## config.mk

```make
export PLATFORM = sky130hd
export DESIGN_NAME = token_host
export DESIGN_NICKNAME = d
export VERILOG_FILES = /design/src/inc/token_host_pkg.sv /design/src/rtl/cycle_timer.sv /design/src/rtl/token_host.sv
export VERILOG_INCLUDE_DIRS = /design/src /design/src/inc
export SDC_FILE = /design/constraint.sdc
export NUM_CORES = 1
export LEC_CHECK = 0
export BUFFER_PORTS_ARGS = -buffer_cell sky130_fd_sc_hd__buf_2
export CAP_MARGIN = 10
export CORE_UTILIZATION = 45
export CTS_BUF_LIST = sky130_fd_sc_hd__clkbuf_4 sky130_fd_sc_hd__clkbuf_8 sky130_fd_sc_hd__clkbuf_16
export CTS_CLUSTER_SIZE = 16
export DETAILED_ROUTE_END_ITERATION = 10
export HOLD_SLACK_MARGIN = 0.12
export PLACE_DENSITY = 0.78
export SETUP_SLACK_MARGIN = 0.3
export SLEW_MARGIN = 5
export SYNTH_ARGS = -nofsm -noshare
export SYNTH_HDL_FRONTEND = slang
export SYNTH_SLANG_ARGS = --single-unit
```

## constraint.sdc

```tcl
create_clock -name clk_i -period 3.91 [get_ports clk_i]
set_input_delay 0.782 -clock clk_i [delete_from_list [all_inputs] [get_ports clk_i]]
set_output_delay 0.782 -clock clk_i [all_outputs]
set_load 0.005 [all_outputs]
```

## src/inc/token_host_defs.svh

```systemverilog
// Purpose: constants for the token-flag port controller
// Assumes: one port of the dual-port memory, 18-bit data, 13-bit address
// Notes: times in ns, counts derived from the 200 MHz clock
`ifndef TOKEN_HOST_DEFS_SVH
`define TOKEN_HOST_DEFS_SVH
`define TOKEN_COUNT 8
`define TOKEN_IDX_W 3
`define ADDR_W 13
`define DATA_W 18
`define CLK_PERIOD_NS 5
`define STROBE_NS 20
`define STROBE_CYC (((`STROBE_NS) + (`CLK_PERIOD_NS) - 1) / (`CLK_PERIOD_NS))
`define GAP_NS 10
`define GAP_CYC (((`GAP_NS) + (`CLK_PERIOD_NS) - 1) / (`CLK_PERIOD_NS))
`define CNT_W 4
`define ZERO_ADDR 13'h0000
`define ZERO_DATA 18'h00000
`define ALL_ONES_DATA 18'h3ffff
`endif

```

## src/inc/token_host_pkg.sv

```systemverilog
// Purpose: types for the token-flag port controller
// Assumes: token_host_defs.svh constants
// Notes: pin group travels as one packed struct
`include "token_host_defs.svh"
package token_host_pkg;
   typedef enum logic [1:0] {
      cmd_take,
      cmd_give,
      cmd_peek
   } cmd_type;
   typedef struct packed {
      logic token_select_n;
      logic mem_select_n;
      logic rw_n;
      logic out_enable_n;
      logic [`ADDR_W-1:0] addr;
      logic [`DATA_W-1:0] dout;
      logic dout_en;
   } pins_type;
endpackage : token_host_pkg

```

## src/rtl/cycle_timer.sv

```systemverilog
// Purpose: down counter that times strobe and gap phases
// Assumes: load and count share the clock enable of the parent
// Notes: done is high while the count is zero
`timescale 1ns/1ps
`include "token_host_defs.svh"
module cycle_timer (
   input wire logic clk_i,
   input wire logic resetn_i,
   input wire logic ce_i,
   input wire logic load_i,
   input wire logic [`CNT_W-1:0] value_i,
   output logic done_o
);
   logic [`CNT_W-1:0] count;
   logic [`CNT_W-1:0] next_count;
   always_comb begin
      next_count = count;
      if (load_i) begin
         next_count = value_i;
      end else if (count != '0) begin
         next_count = count - 1'b1;
      end
   end
   always_ff @(posedge clk_i or negedge resetn_i) begin
      if (!resetn_i) begin
         count <= '0;
      end else if (ce_i) begin
         count <= next_count;
      end
   end
   assign done_o = (count == '0);
endmodule : cycle_timer

```

## src/rtl/token_host.sv

```systemverilog
// Purpose: drives one port of the dual-port memory's token flags
// Assumes: pin inputs synchronous to clk_i; one command at a time
// Notes: take = write zero then read back; give = write one
`timescale 1ns/1ps
`include "token_host_defs.svh"
module token_host (
   input wire logic clk_i,
   input wire logic resetn_i,
   input wire logic ce_i,
   input wire logic cmd_valid_i,
   input wire token_host_pkg::cmd_type cmd_i,
   input wire logic [`TOKEN_IDX_W-1:0] token_index_i,
   input wire logic give_up_i,
   input wire logic [`DATA_W-1:0] din_i,
   output logic ready_o,
   output logic done_o,
   output logic granted_o,
   output logic [`TOKEN_IDX_W-1:0] done_index_o,
   output token_host_pkg::pins_type pins_o
);
   import token_host_pkg::*;
   typedef enum logic [2:0] {
      st_init,
      st_idle,
      st_write,
      st_gap,
      st_read,
      st_finish
   } state_type;
   state_type state, next_state;
   cmd_type cmd, next_cmd;
   logic [`TOKEN_IDX_W-1:0] index, next_index;
   logic init_pending, next_init_pending;
   logic ready, next_ready;
   logic done, next_done;
   logic granted, next_granted;
   pins_type pins, next_pins;
   logic load;
   logic [`CNT_W-1:0] load_value;
   logic timer_done;
   logic read_bit;

   cycle_timer u_timer (
      .clk_i(clk_i),
      .resetn_i(resetn_i),
      .ce_i(ce_i),
      .load_i(load),
      .value_i(load_value),
      .done_o(timer_done)
   );

   // Flag is spread over all bits; bit zero is enough
   assign read_bit = din_i[0];

   always_comb begin
      next_state = state;
      next_cmd = cmd;
      next_index = index;
      next_init_pending = init_pending;
      next_ready = 1'b0;
      next_done = 1'b0;
      next_granted = granted;
      next_pins = pins;
      load = 1'b0;
      load_value = `CNT_W'(`STROBE_CYC);
      case (state)
         st_init: begin
            // Free every flag from our side after reset
            next_cmd = cmd_give;
            next_state = st_write;
            next_init_pending = 1'b1;
            load = 1'b1;
            next_pins.token_select_n = 1'b0;
            next_pins.mem_select_n = 1'b1;
            next_pins.rw_n = 1'b0;
            next_pins.addr = {{(`ADDR_W-`TOKEN_IDX_W){1'b0}}, index};
            next_pins.dout = `ALL_ONES_DATA;
            next_pins.dout_en = 1'b1;
         end
         st_idle: begin
            next_ready = 1'b1;
            if (cmd_valid_i && ready) begin
               next_ready = 1'b0;
               next_cmd = cmd_i;
               next_index = token_index_i;
               load = 1'b1;
               next_pins.token_select_n = 1'b0;
               next_pins.mem_select_n = 1'b1;
               next_pins.addr = {{(`ADDR_W-`TOKEN_IDX_W){1'b0}}, token_index_i};
               if (cmd_i == cmd_peek) begin
                  next_state = st_read;
                  next_pins.rw_n = 1'b1;
                  next_pins.out_enable_n = 1'b0;
                  next_pins.dout_en = 1'b0;
               end else begin
                  next_state = st_write;
                  next_pins.rw_n = 1'b0;
                  next_pins.dout_en = 1'b1;
                  // Zero requests, one releases; only bit zero matters
                  next_pins.dout = (cmd_i == cmd_take) ? `ZERO_DATA : `ALL_ONES_DATA;
               end
            end
         end
         st_write: begin
            if (timer_done) begin
               next_state = st_gap;
               load_value = `CNT_W'(`GAP_CYC);
               load = 1'b1;
               next_pins.token_select_n = 1'b1;
               next_pins.rw_n = 1'b1;
               next_pins.dout_en = 1'b0;
            end
         end
         st_gap: begin
            // Select and enable lifted between accesses so the read relatches
            if (timer_done) begin
               if (cmd == cmd_take) begin
                  // Write then read back, never the other way round
                  next_state = st_read;
                  load = 1'b1;
                  next_pins.token_select_n = 1'b0;
                  next_pins.out_enable_n = 1'b0;
               end else if (init_pending) begin
                  next_index = index + 1'b1;
                  next_state = (index == `TOKEN_IDX_W'(`TOKEN_COUNT - 1)) ? st_idle : st_init;
                  next_init_pending = (index != `TOKEN_IDX_W'(`TOKEN_COUNT - 1));
               end else begin
                  next_state = st_finish;
                  next_granted = 1'b0;
               end
            end
         end
         st_read: begin
            if (timer_done) begin
               next_pins.token_select_n = 1'b1;
               next_pins.out_enable_n = 1'b1;
               load_value = `CNT_W'(`GAP_CYC);
               load = 1'b1;
               next_granted = ~read_bit;
               if (cmd == cmd_take && read_bit && give_up_i) begin
                  // Withdraw a failed request so the flag cannot hang
                  next_cmd = cmd_give;
                  next_state = st_gap;
                  next_pins.token_select_n = 1'b0;
                  next_pins.rw_n = 1'b0;
                  next_pins.dout = `ALL_ONES_DATA;
                  next_pins.dout_en = 1'b1;
                  load_value = `CNT_W'(`STROBE_CYC);
                  next_state = st_write;
               end else if (cmd == cmd_take && read_bit) begin
                  // Failed: poll again after a gap
                  next_state = st_gap;
               end else begin
                  next_state = st_finish;
               end
            end
         end
         st_finish: begin
            if (timer_done) begin
               next_done = 1'b1;
               next_state = st_idle;
            end
         end
         default: begin
            next_state = st_idle;
         end
      endcase
   end

   always_ff @(posedge clk_i or negedge resetn_i) begin
      if (!resetn_i) begin
         state <= st_init;
         cmd <= cmd_give;
         index <= '0;
         init_pending <= 1'b1;
         ready <= 1'b0;
         done <= 1'b0;
         granted <= 1'b0;
         pins <= '{token_select_n: 1'b1, mem_select_n: 1'b1, rw_n: 1'b1,
                   out_enable_n: 1'b1, addr: `ZERO_ADDR, dout: `ZERO_DATA,
                   dout_en: 1'b0};
      end else if (ce_i) begin
         state <= next_state;
         cmd <= next_cmd;
         index <= next_index;
         init_pending <= next_init_pending;
         ready <= next_ready;
         done <= next_done;
         granted <= next_granted;
         pins <= next_pins;
      end
   end

   assign ready_o = ready;
   assign done_o = done;
   assign granted_o = granted;
   assign done_index_o = index;
   assign pins_o = pins;
endmodule : token_host

```

-- Word-level counts from Yosys, hierarchy flattened
Index checks and enable logic that the tools add are counted.
- add/sub/neg operators: 2
- equal/unequal tests: 20
- mux-type cells: 67
- bitwise gates (word level): 1
- reductions and logical operators: 29
- operators with widths (kind ; number):
    $pmux 18 s3 ; 1
    $mux 3 ; 17
    $mux 19 ; 2
    $mux 18 ; 2
    $mux 36 ; 1
    $reduce_and 6->1 ; 5
    $pmux 13 s2 ; 1
    $mux 1 ; 25
    $ne 2x2->1 const B ; 12
    $pmux 3 s6 ; 1
    $reduce_and 7->1 ; 2
    $pmux 1 s4 ; 3
    $pmux 3 s2 ; 2
    $reduce_bool 2->1 ; 5
    $eq 3x3->1 const B ; 3
    $mux 2 ; 4
    $mux 4 ; 2
    $reduce_bool 4->1 ; 2
    $eq 3x2->1 const B ; 2
    $pmux 1 s2 ; 3
    $pmux 2 s3 ; 1
    $reduce_bool 3->1 ; 2
    $pmux 1 s5 ; 1
    $reduce_and 5->1 ; 1
    16 further kinds ; 19
- register bits after elaboration: 52
- input port bits: 28
- output and inout bits: 42
- word-level logic and storage cells: 134

-- Longest topological paths before layout
Gate-level depths: netlist (run 1).
- word-level depth: 7
- gate-level depth with buffers: 6
- depth with buffers taken out: 6

-- By module
A second synthesis (run 1) with hierarchy kept.
- cells, all modules: 207
- area, all modules: 1883.1 sq um
- by module, submodules not included (module ; times used ; cells each ; area each (sq um) ; sequential area each (sq um)):
    token_host ; 1 ; 177 ; 1595.3 ; 506.7
    cycle_timer ; 1 ; 30 ; 287.8 ; 100.1

-- Least setup slack after synthesis (run 1)
No wires, ideal clock.
- path type: input port to flip-flop
- start point: input din_i[0]
- end point: register cmd[1]
- library setup time: 0.125 ns
- arrival time: 1.831 ns
- slack: 1.954 ns
- stages on the path: 4
- path buffers: 0
- cell sequence: nor4bb_1 -> a31oi_1 -> or3_4 -> mux2_4
- cells in the longest elaborated chain, start to end: 4
- RTL lines (item ; line ; source):
    from (decl) ; token_host.sv:14 ; input wire logic [`DATA_W-1:0] din_i,
    $logic_and 1x1->1 (2 in a row) ; token_host.sv:140 ; if (cmd == cmd_take && read_bit && give_up_i) begin
    $ne 2x2->1 (no line) ; n/a ;
    $reduce_and 5->1 (no line) ; n/a ;
    to (signal assigned) ; token_host.sv:173 ; cmd <= cmd_give;
    to (signal assigned) ; token_host.sv:184 ; cmd <= next_cmd;
    to (decl) ; token_host.sv:31 ; cmd_type cmd, next_cmd;
No other way between the ends.
A chain may end at the register's enable or synchronous reset.

-- Worst setup path in the final report (run 1)
- start point: register state[1]
- end point: register cmd[1]
- cells in the longest elaborated chain, start to end: 3
- RTL lines (item ; line ; source):
    from (decl) ; token_host.sv:30 ; state_type state, next_state;
    from (signal assigned) ; token_host.sv:172 ; state <= st_init;
    from (signal assigned) ; token_host.sv:183 ; state <= next_state;
    $eq 3x3->1 (tied with other cells) ; token_host.sv:66 ; case (state)
    $ne 2x2->1 (no line) / $reduce_bool 3->1 (equally long branches) ; n/a ;
    $reduce_and 5->1 (no line) ; n/a ;
Parallel ways exist; a longest one is shown, timed or not.

==> impl_metrics.ini, run 1 <==
[finish]
area_growth_pct = 6.344
n_antenna_cell = 0
fin_area_um2 = 1867
fin_util_pct = 50.61
layout-drive-gt1-share_pct = 33.33
layout.nets = 239

[global_routing]
grt_pass1_vias = 1291
grt_pass1_wl_um = 5865
global_route.peak_usage_layer = met2
antenna_found_initial = 0
grt.met1_usage_pct = 22.75
track_usage_pct = 17.66
use_met3_pct = 2.641
grt_max_degree = 25
grt_remaining_overflow = 0
grt_use_met2_pct = 30.92

[timing]
fmax_mhz = 464.8
hold_viol = 0
relSlewSlack_pct = 58.53
finalCritPeriodShare_pct = 55.03
report.final.slew_viol_count = 0
final-setup-viol-count = 0
setup_ws_ps = 1758
setup_tns_ps = 0
finalCriticalPeriod_ps = 2152
rsz0062_at_grt = no
worst_pin_slew_ps = 622.0
clock_skew_ps = 5.434

[placed_design]
portBuffers = 41
dp_slack_ps = 1710
hpwlAfterDp_um = 2528
post_dp_cell_area_um2 = 1812
gp_congestion = 0.9206

[yosys]
yosys-top-cells-count = buf_4 (28), dfrtp_1 (19), a21oi_1 (13), inv_1 (13), mux2_2 (10)
async_flop_share_pct = 100.0
post-synth-top-count-cell = buf_4
synthFlopType = dfrtp_1
synth_cell_type_count = 57
syn-cell-area_um2 = 1755
avgSynthCellArea_um2 = 9.337
synth.ff_latch_count = 24
synth_edf_count = 0
yosys_warnings = 0
synth.area.top_cells = dfrtp_1 (27%), buf_4 (12%), dfstp_2 (7.5%), mux2_2 (6.4%), a21oi_1 (3.7%)
synth_top_area_share_pct = 27.08
synthCells = 188
yosys.area.top_type = dfrtp_1
synth_seq_area_share_pct = 34.57

[pwr]
power_density_nw_per_um2 = 748.1
p_leak_nw = 0.8661
power_w = 0.001397
vdd_drop_max_uv = 357.7

[detailed_routing]
drcViolationCount = 0
drt-total-wl_um = 3409
avgRoutedWirePerCell_um = 13.37
drtIter0Drc = 45
vias = 1392
via_per_inst = 5.459
first_pass_iters = 4
final_antenna_net_count = 0

[floorplan]
initial_core_util_pct = 47.59
rows = 22
die_h_um = 64.46
fp.dieW_um = 64.46
pin_count = 70
die_area_um2 = 4154
core_um2 = 3689

[clocking]
clkTransAtPathRegs_ps = 80
cts_tree = yes
postCtsHoldBufs = 0
cts.repair.resized = 0
numCtsBuffers = 3
cts_root_buf = clkbuf_8
cts_max_path_buffers = 2
worst_skew_pair.late_latency_ps = 270
post_cts_buffers = 0
clock_sinks = 24
ctsHtreeMaxLevel = 1

[job]
cap_violations = 0

[critical_path]
rr_worst_depth = 4
rrSetupSlack_ps = 1760
reg2reg_from = state[1]
worst_ep_required_time_ps = 4070
cp_max_fo = 21
startpoint_type = flip-flop
cp-end-kind = flip-flop
timing.rr.end = cmd[1]
worstSetupPathType = flip-flop to flip-flop
worstPathArrival_ps = 2310

[status]
status = finished, final reports clean

[min_path]
hp-class = input pin to async pin
[cells by family (layout without fill, tap and decap cells)]
| group | after synthesis | after routing | synth area share [%] |
|---|---|---|---|
| AO/OA/AOI/OAI | 49 | 49 | 19.03 |
| multiplexers | 15 | 15 | 9.693 |
| flip-flops | 24 | 24 | 34.57 |
| AND/OR/NAND/NOR | 46 | 46 | 17.04 |
| XOR/XNOR | 1 | 1 | 0.4990 |
| buffers and inverters | 48 | 58 | 16.61 |
| other | 2 | 11 | 0.4278 |
| adder cells (fa/ha/maj) | 3 | 3 | 2.139 |
[per-stage QoR]
stage / hold WS (ps) / cells
6_report: 480.9 / 255
5_1_grt: 515.7 / 255
4_1_cts: 491.3 / 255
3_5_place_dp: 478.3 / 251
3_3_place_gp: 469.8 / 251
2_1_floorplan: 458.5 / 197
[routing by layer]
metal | wire length (µm) | part of all wire [%]
met1 | 1440 | 42
met2 | 1713 | 50
met3 | 231 | 6.8
met4 | 24 | 0.70
met5 | 0 | 0
[cell usage in the layout (no fill, tap or decap), types with 2 or more instances in the layout]
| cell | Yosys | routed |
|---|---|---|
| or3b_1 | 2 | 2 |
| nor2_1 | 7 | 7 |
| nand2b_1 | 3 | 3 |
| o21a_1 | 4 | 4 |
| nand3_1 | 2 | 2 |
| nand2_1 | 8 | 8 |
| o21ai_0 | 9 | 9 |
| o21ai_1 | 2 | 2 |
| dfrtp_1 | 19 | 19 |
| a2111oi_0 | 2 | 2 |
| o31ai_1 | 2 | 2 |
| nor4b_1 | 2 | 2 |
| nor3_1 | 3 | 3 |
| dfstp_2 | 5 | 5 |
| mux2_1 | 2 | 2 |
| and2_1 | 2 | 2 |
| nor4bb_1 | 2 | 2 |
| mux2_2 | 10 | 10 |
| inv_1 | 13 | 13 |
| mux2i_1 | 2 | 2 |
| ha_1 | 3 | 3 |
| conb_1 | 2 | 11 |
| clkbuf_8 | 0 | 4 |
| a21oi_1 | 13 | 13 |
| nand4_1 | 2 | 2 |
| buf_2 | 5 | 41 |
| nor2b_1 | 3 | 3 |
[power breakdown]
group / internal, W / switching (W)
logic: 0.000359 / 0.000343
clock network: 0.0000899 / 0.0000778
registers: 0.000365 / 0.000162
[how the worst max path moves through the flow]
stage / startpoint / end / slack (ps) / cells past startpoint
2_1_floorplan: din_i[0] / cmd[1] / 1950 / 4
3_3_place_gp: din_i[0] / cmd[1] / 1690 / 5
3_5_place_dp: din_i[0] / cmd[1] / 1710 / 5
4_1_cts: state[1] / cmd[1] / 1780 / 4
5_1_grt: state[1] / cmd[1] / 1630 / 4
6_report: state[1] / cmd[1] / 1760 / 4
[flip-flops by register name, summed over array words and instances, names as in the netlist]
name,flops
pins_o,8
u_timer.count,4
granted_o,1
ready_o,1
done_o,1
done_index_o,3
state,3
cmd,2
init_pending,1
[area by class of cell]
cell class	count	area, µm²
Clock buffer	4	55.05
Fill cell	362	1822
Multi-Input combinational cell	125	890.9
Sequential cell	24	606.8
Tap cell	48	60.06
Timing Repair Buffer	41	205.2
Inverter	13	48.80
[worst max-delay path: stages (launching register included)]
cell and delay (ps):
dfrtp_1 740, or3b_1 410, o21ai_1 160, or3_4 420, mux2_4 300
Power figures use the tool's default switching activity.
==> run 2: changes to the inputs <==
CORE_UTILIZATION = 44   (was 45)
PLACE_DENSITY = 0.8   (was 0.78)
clock period = 1.84 ns   (was 3.91 ns; I/O delays follow)
==> run 2 against run 1 <==
Via count rose by 12%. Final cell count rose by 14%. First-iteration DRC count fell by 20%. Largest cell class unchanged. Utilization rose by 11 points.
==> impl_metrics.ini, run 2 (synthesized netlist as in run 1, its figures left out) <==
[status]
status = finished, final reports clean

[pwr]
comb_power_share_pct = 63.7
intPower_w = 0.002254
power.switching_w = 0.001550
p_leak_nw = 1.086
sequentialPowerShare_pct = 26.8
power_w = 0.003804
pwr-share-clk_pct = 9.4
vdd_drop_max_uv = 771.4
power_density_nw_per_um2 = 1641
power.share.switching_pct = 40.74

[critical_path]
cp_max_fo = 3
worst_ep_required_time_ps = 2040
reg2reg_from = u_timer.count[0]
slowest_stage = dfrtp_1
crit_top_cell = buf_6
cp-end-kind = flip-flop
startpoint_type = flip-flop
rr_worst_depth = 8
worstPathArrival_ps = 2000
rrSetupSlack_ps = 50
worstSetupPathType = flip-flop to flip-flop
path_cells = inv_2 -> ha_4 -> nor3b_4 -> buf_6 -> buf_6 -> a22o_1 -> o21ai_4 -> mux2_4
timing.rr.end = pins_o[35]
critPathMaxStageDelay_ps = 380

[finish]
area_growth_pct = 32.07
final_common_cell = buf_2
largest_reg_flops = 8
stdcell_count = 290
fin_area_um2 = 2318
layout.nets = 274
n_antenna_cell = 0
layout-drive-gt1-share_pct = 52.48
mostFrequentLayoutCells = buf_2 (41), buf_4 (28), dfrtp_1 (19)

[global_routing]
antenna_found_initial = 0
track_usage_pct = 20.10
grt_remaining_overflow = 0
grt_pass1_vias = 1438
grt_max_degree = 25
grt_pass1_wl_um = 6658

[min_path]
hold_path.startpoint = din_i[0]
hold_path_end = granted_o
min_path_cells = 3
hp-class = input pin to flip-flop

[timing]
hold_viol = 0
setup_tns_ps = 0
rsz0062_at_grt = yes
report.final.slew_viol_count = 0
worst_pin_slew_ps = 534.4
fmax_mhz = 558.3
relSlewSlack_pct = 64.37
clock_skew_ps = 5.463
finalCriticalPeriod_ps = 1791
whs_ps = 417.9
finalCritPeriodShare_pct = 97.35
final-setup-viol-count = 0

[placed_design]
portBuffers = 41
post_dp_cell_area_um2 = 1989
gp_congestion = 0.8313
placed_cells = 272
hpwlAfterDp_um = 2788

[clocking]
clkTransAtPathRegs_ps = 80
cts_root_buf = clkbuf_8
cts_max_path_buffers = 2
worst_skew_pair.late_latency_ps = 270
clock_sinks = 24
cts_tree = yes
numCtsBuffers = 3
ctsHtreeMaxLevel = 1

[floorplan]
initial_core_util_pct = 46.89
pin_count = 70
core_um2 = 3744
fp.dieW_um = 65.17
die_area_um2 = 4246
die_h_um = 65.17
rows = 22

[job]
cap_violations = 0

[detailed_routing]
avgRoutedWirePerCell_um = 14.80
vias = 1560
drt-total-wl_um = 4292
via_per_inst = 5.379
drcViolationCount = 0
drtIter0Drc = 36
final_antenna_net_count = 0
first_pass_iters = 4
run 2: worst max path at each step:
| stage | start | endpoint | slack [ps] | depth (start not counted) |
|---|---|---|---|---|
| 5_1_grt | u_timer.count[0] | pins_o[35] | -10 | 8 |
| 3_5_place_dp | u_timer.count[1] | cmd[1] | 40 | 6 |
| 6_report | u_timer.count[0] | pins_o[35] | 50 | 8 |
| 2_1_floorplan | u_timer.count[0] | cmd[1] | 3 | 6 |
| 4_1_cts | u_timer.count[1] | cmd[1] | 30 | 6 |
| 3_3_place_gp | u_timer.count[1] | cmd[1] | 40 | 6 |
run 2: stage by stage:
step	setup WS [ps]	util, %
floorplan	2.892	-
global placement	43.42	53.14
detailed placement	36.68	53.14
CTS	26.28	56.92
global route	-14.70	61.93
finish	48.72	61.93
run 2: per-layer routing:
metal	share of wire (%)	vias to the layer above	GRT usage [%]	wire length (µm)
met5	0	-	0	0
met1	43	756	26.70	1839
met3	4.8	7	3.646	205
li1	-	740	-	-
met2	51	57	31.96	2184
met4	1.4	0	8.424	62
run 2: repair_timing:
item / 4_1_cts / 5_1_grt
hold endpoints to repair: 19 / 0
pin swaps: 7 / 11
resized for setup: 11 / 28
hold buffers: 1 / 0
setup buffers: 5 / 8
setup endpoints to repair: 20 / 22
cloned: 0 / 0
run 2: final cells by class:
type / count / area (µm²)
clock buffer: 4 / 55.05
fill: 321 / 1425
inverter: 13 / 48.80
multi-input combinational: 125 / 1046
sequential: 24 / 606.8
tap: 48 / 60.06
timing repair buffer: 76 / 501.7
run 2: critical path, delay by kind of cell (launching register included):
kind | cells | cell delay, ps
mux | 1 | 320
simple gates | 1 | 160
fa+ha+maj | 1 | 160
compound gates | 2 | 410
buf+inv | 3 | 300
flops | 1 | 380
run 2: power groups by stage:
stage          combinational (W)  clock [W]  sequential [W]
4_1_cts                  0.00204   0.000372         0.00101
2_1_floorplan            0.00141          0         0.00101
3_3_place_gp             0.00186          0        0.000996
3_5_place_dp             0.00190          0         0.00101
6_report                 0.00242   0.000359         0.00102
5_1_grt                  0.00264   0.000392         0.00106
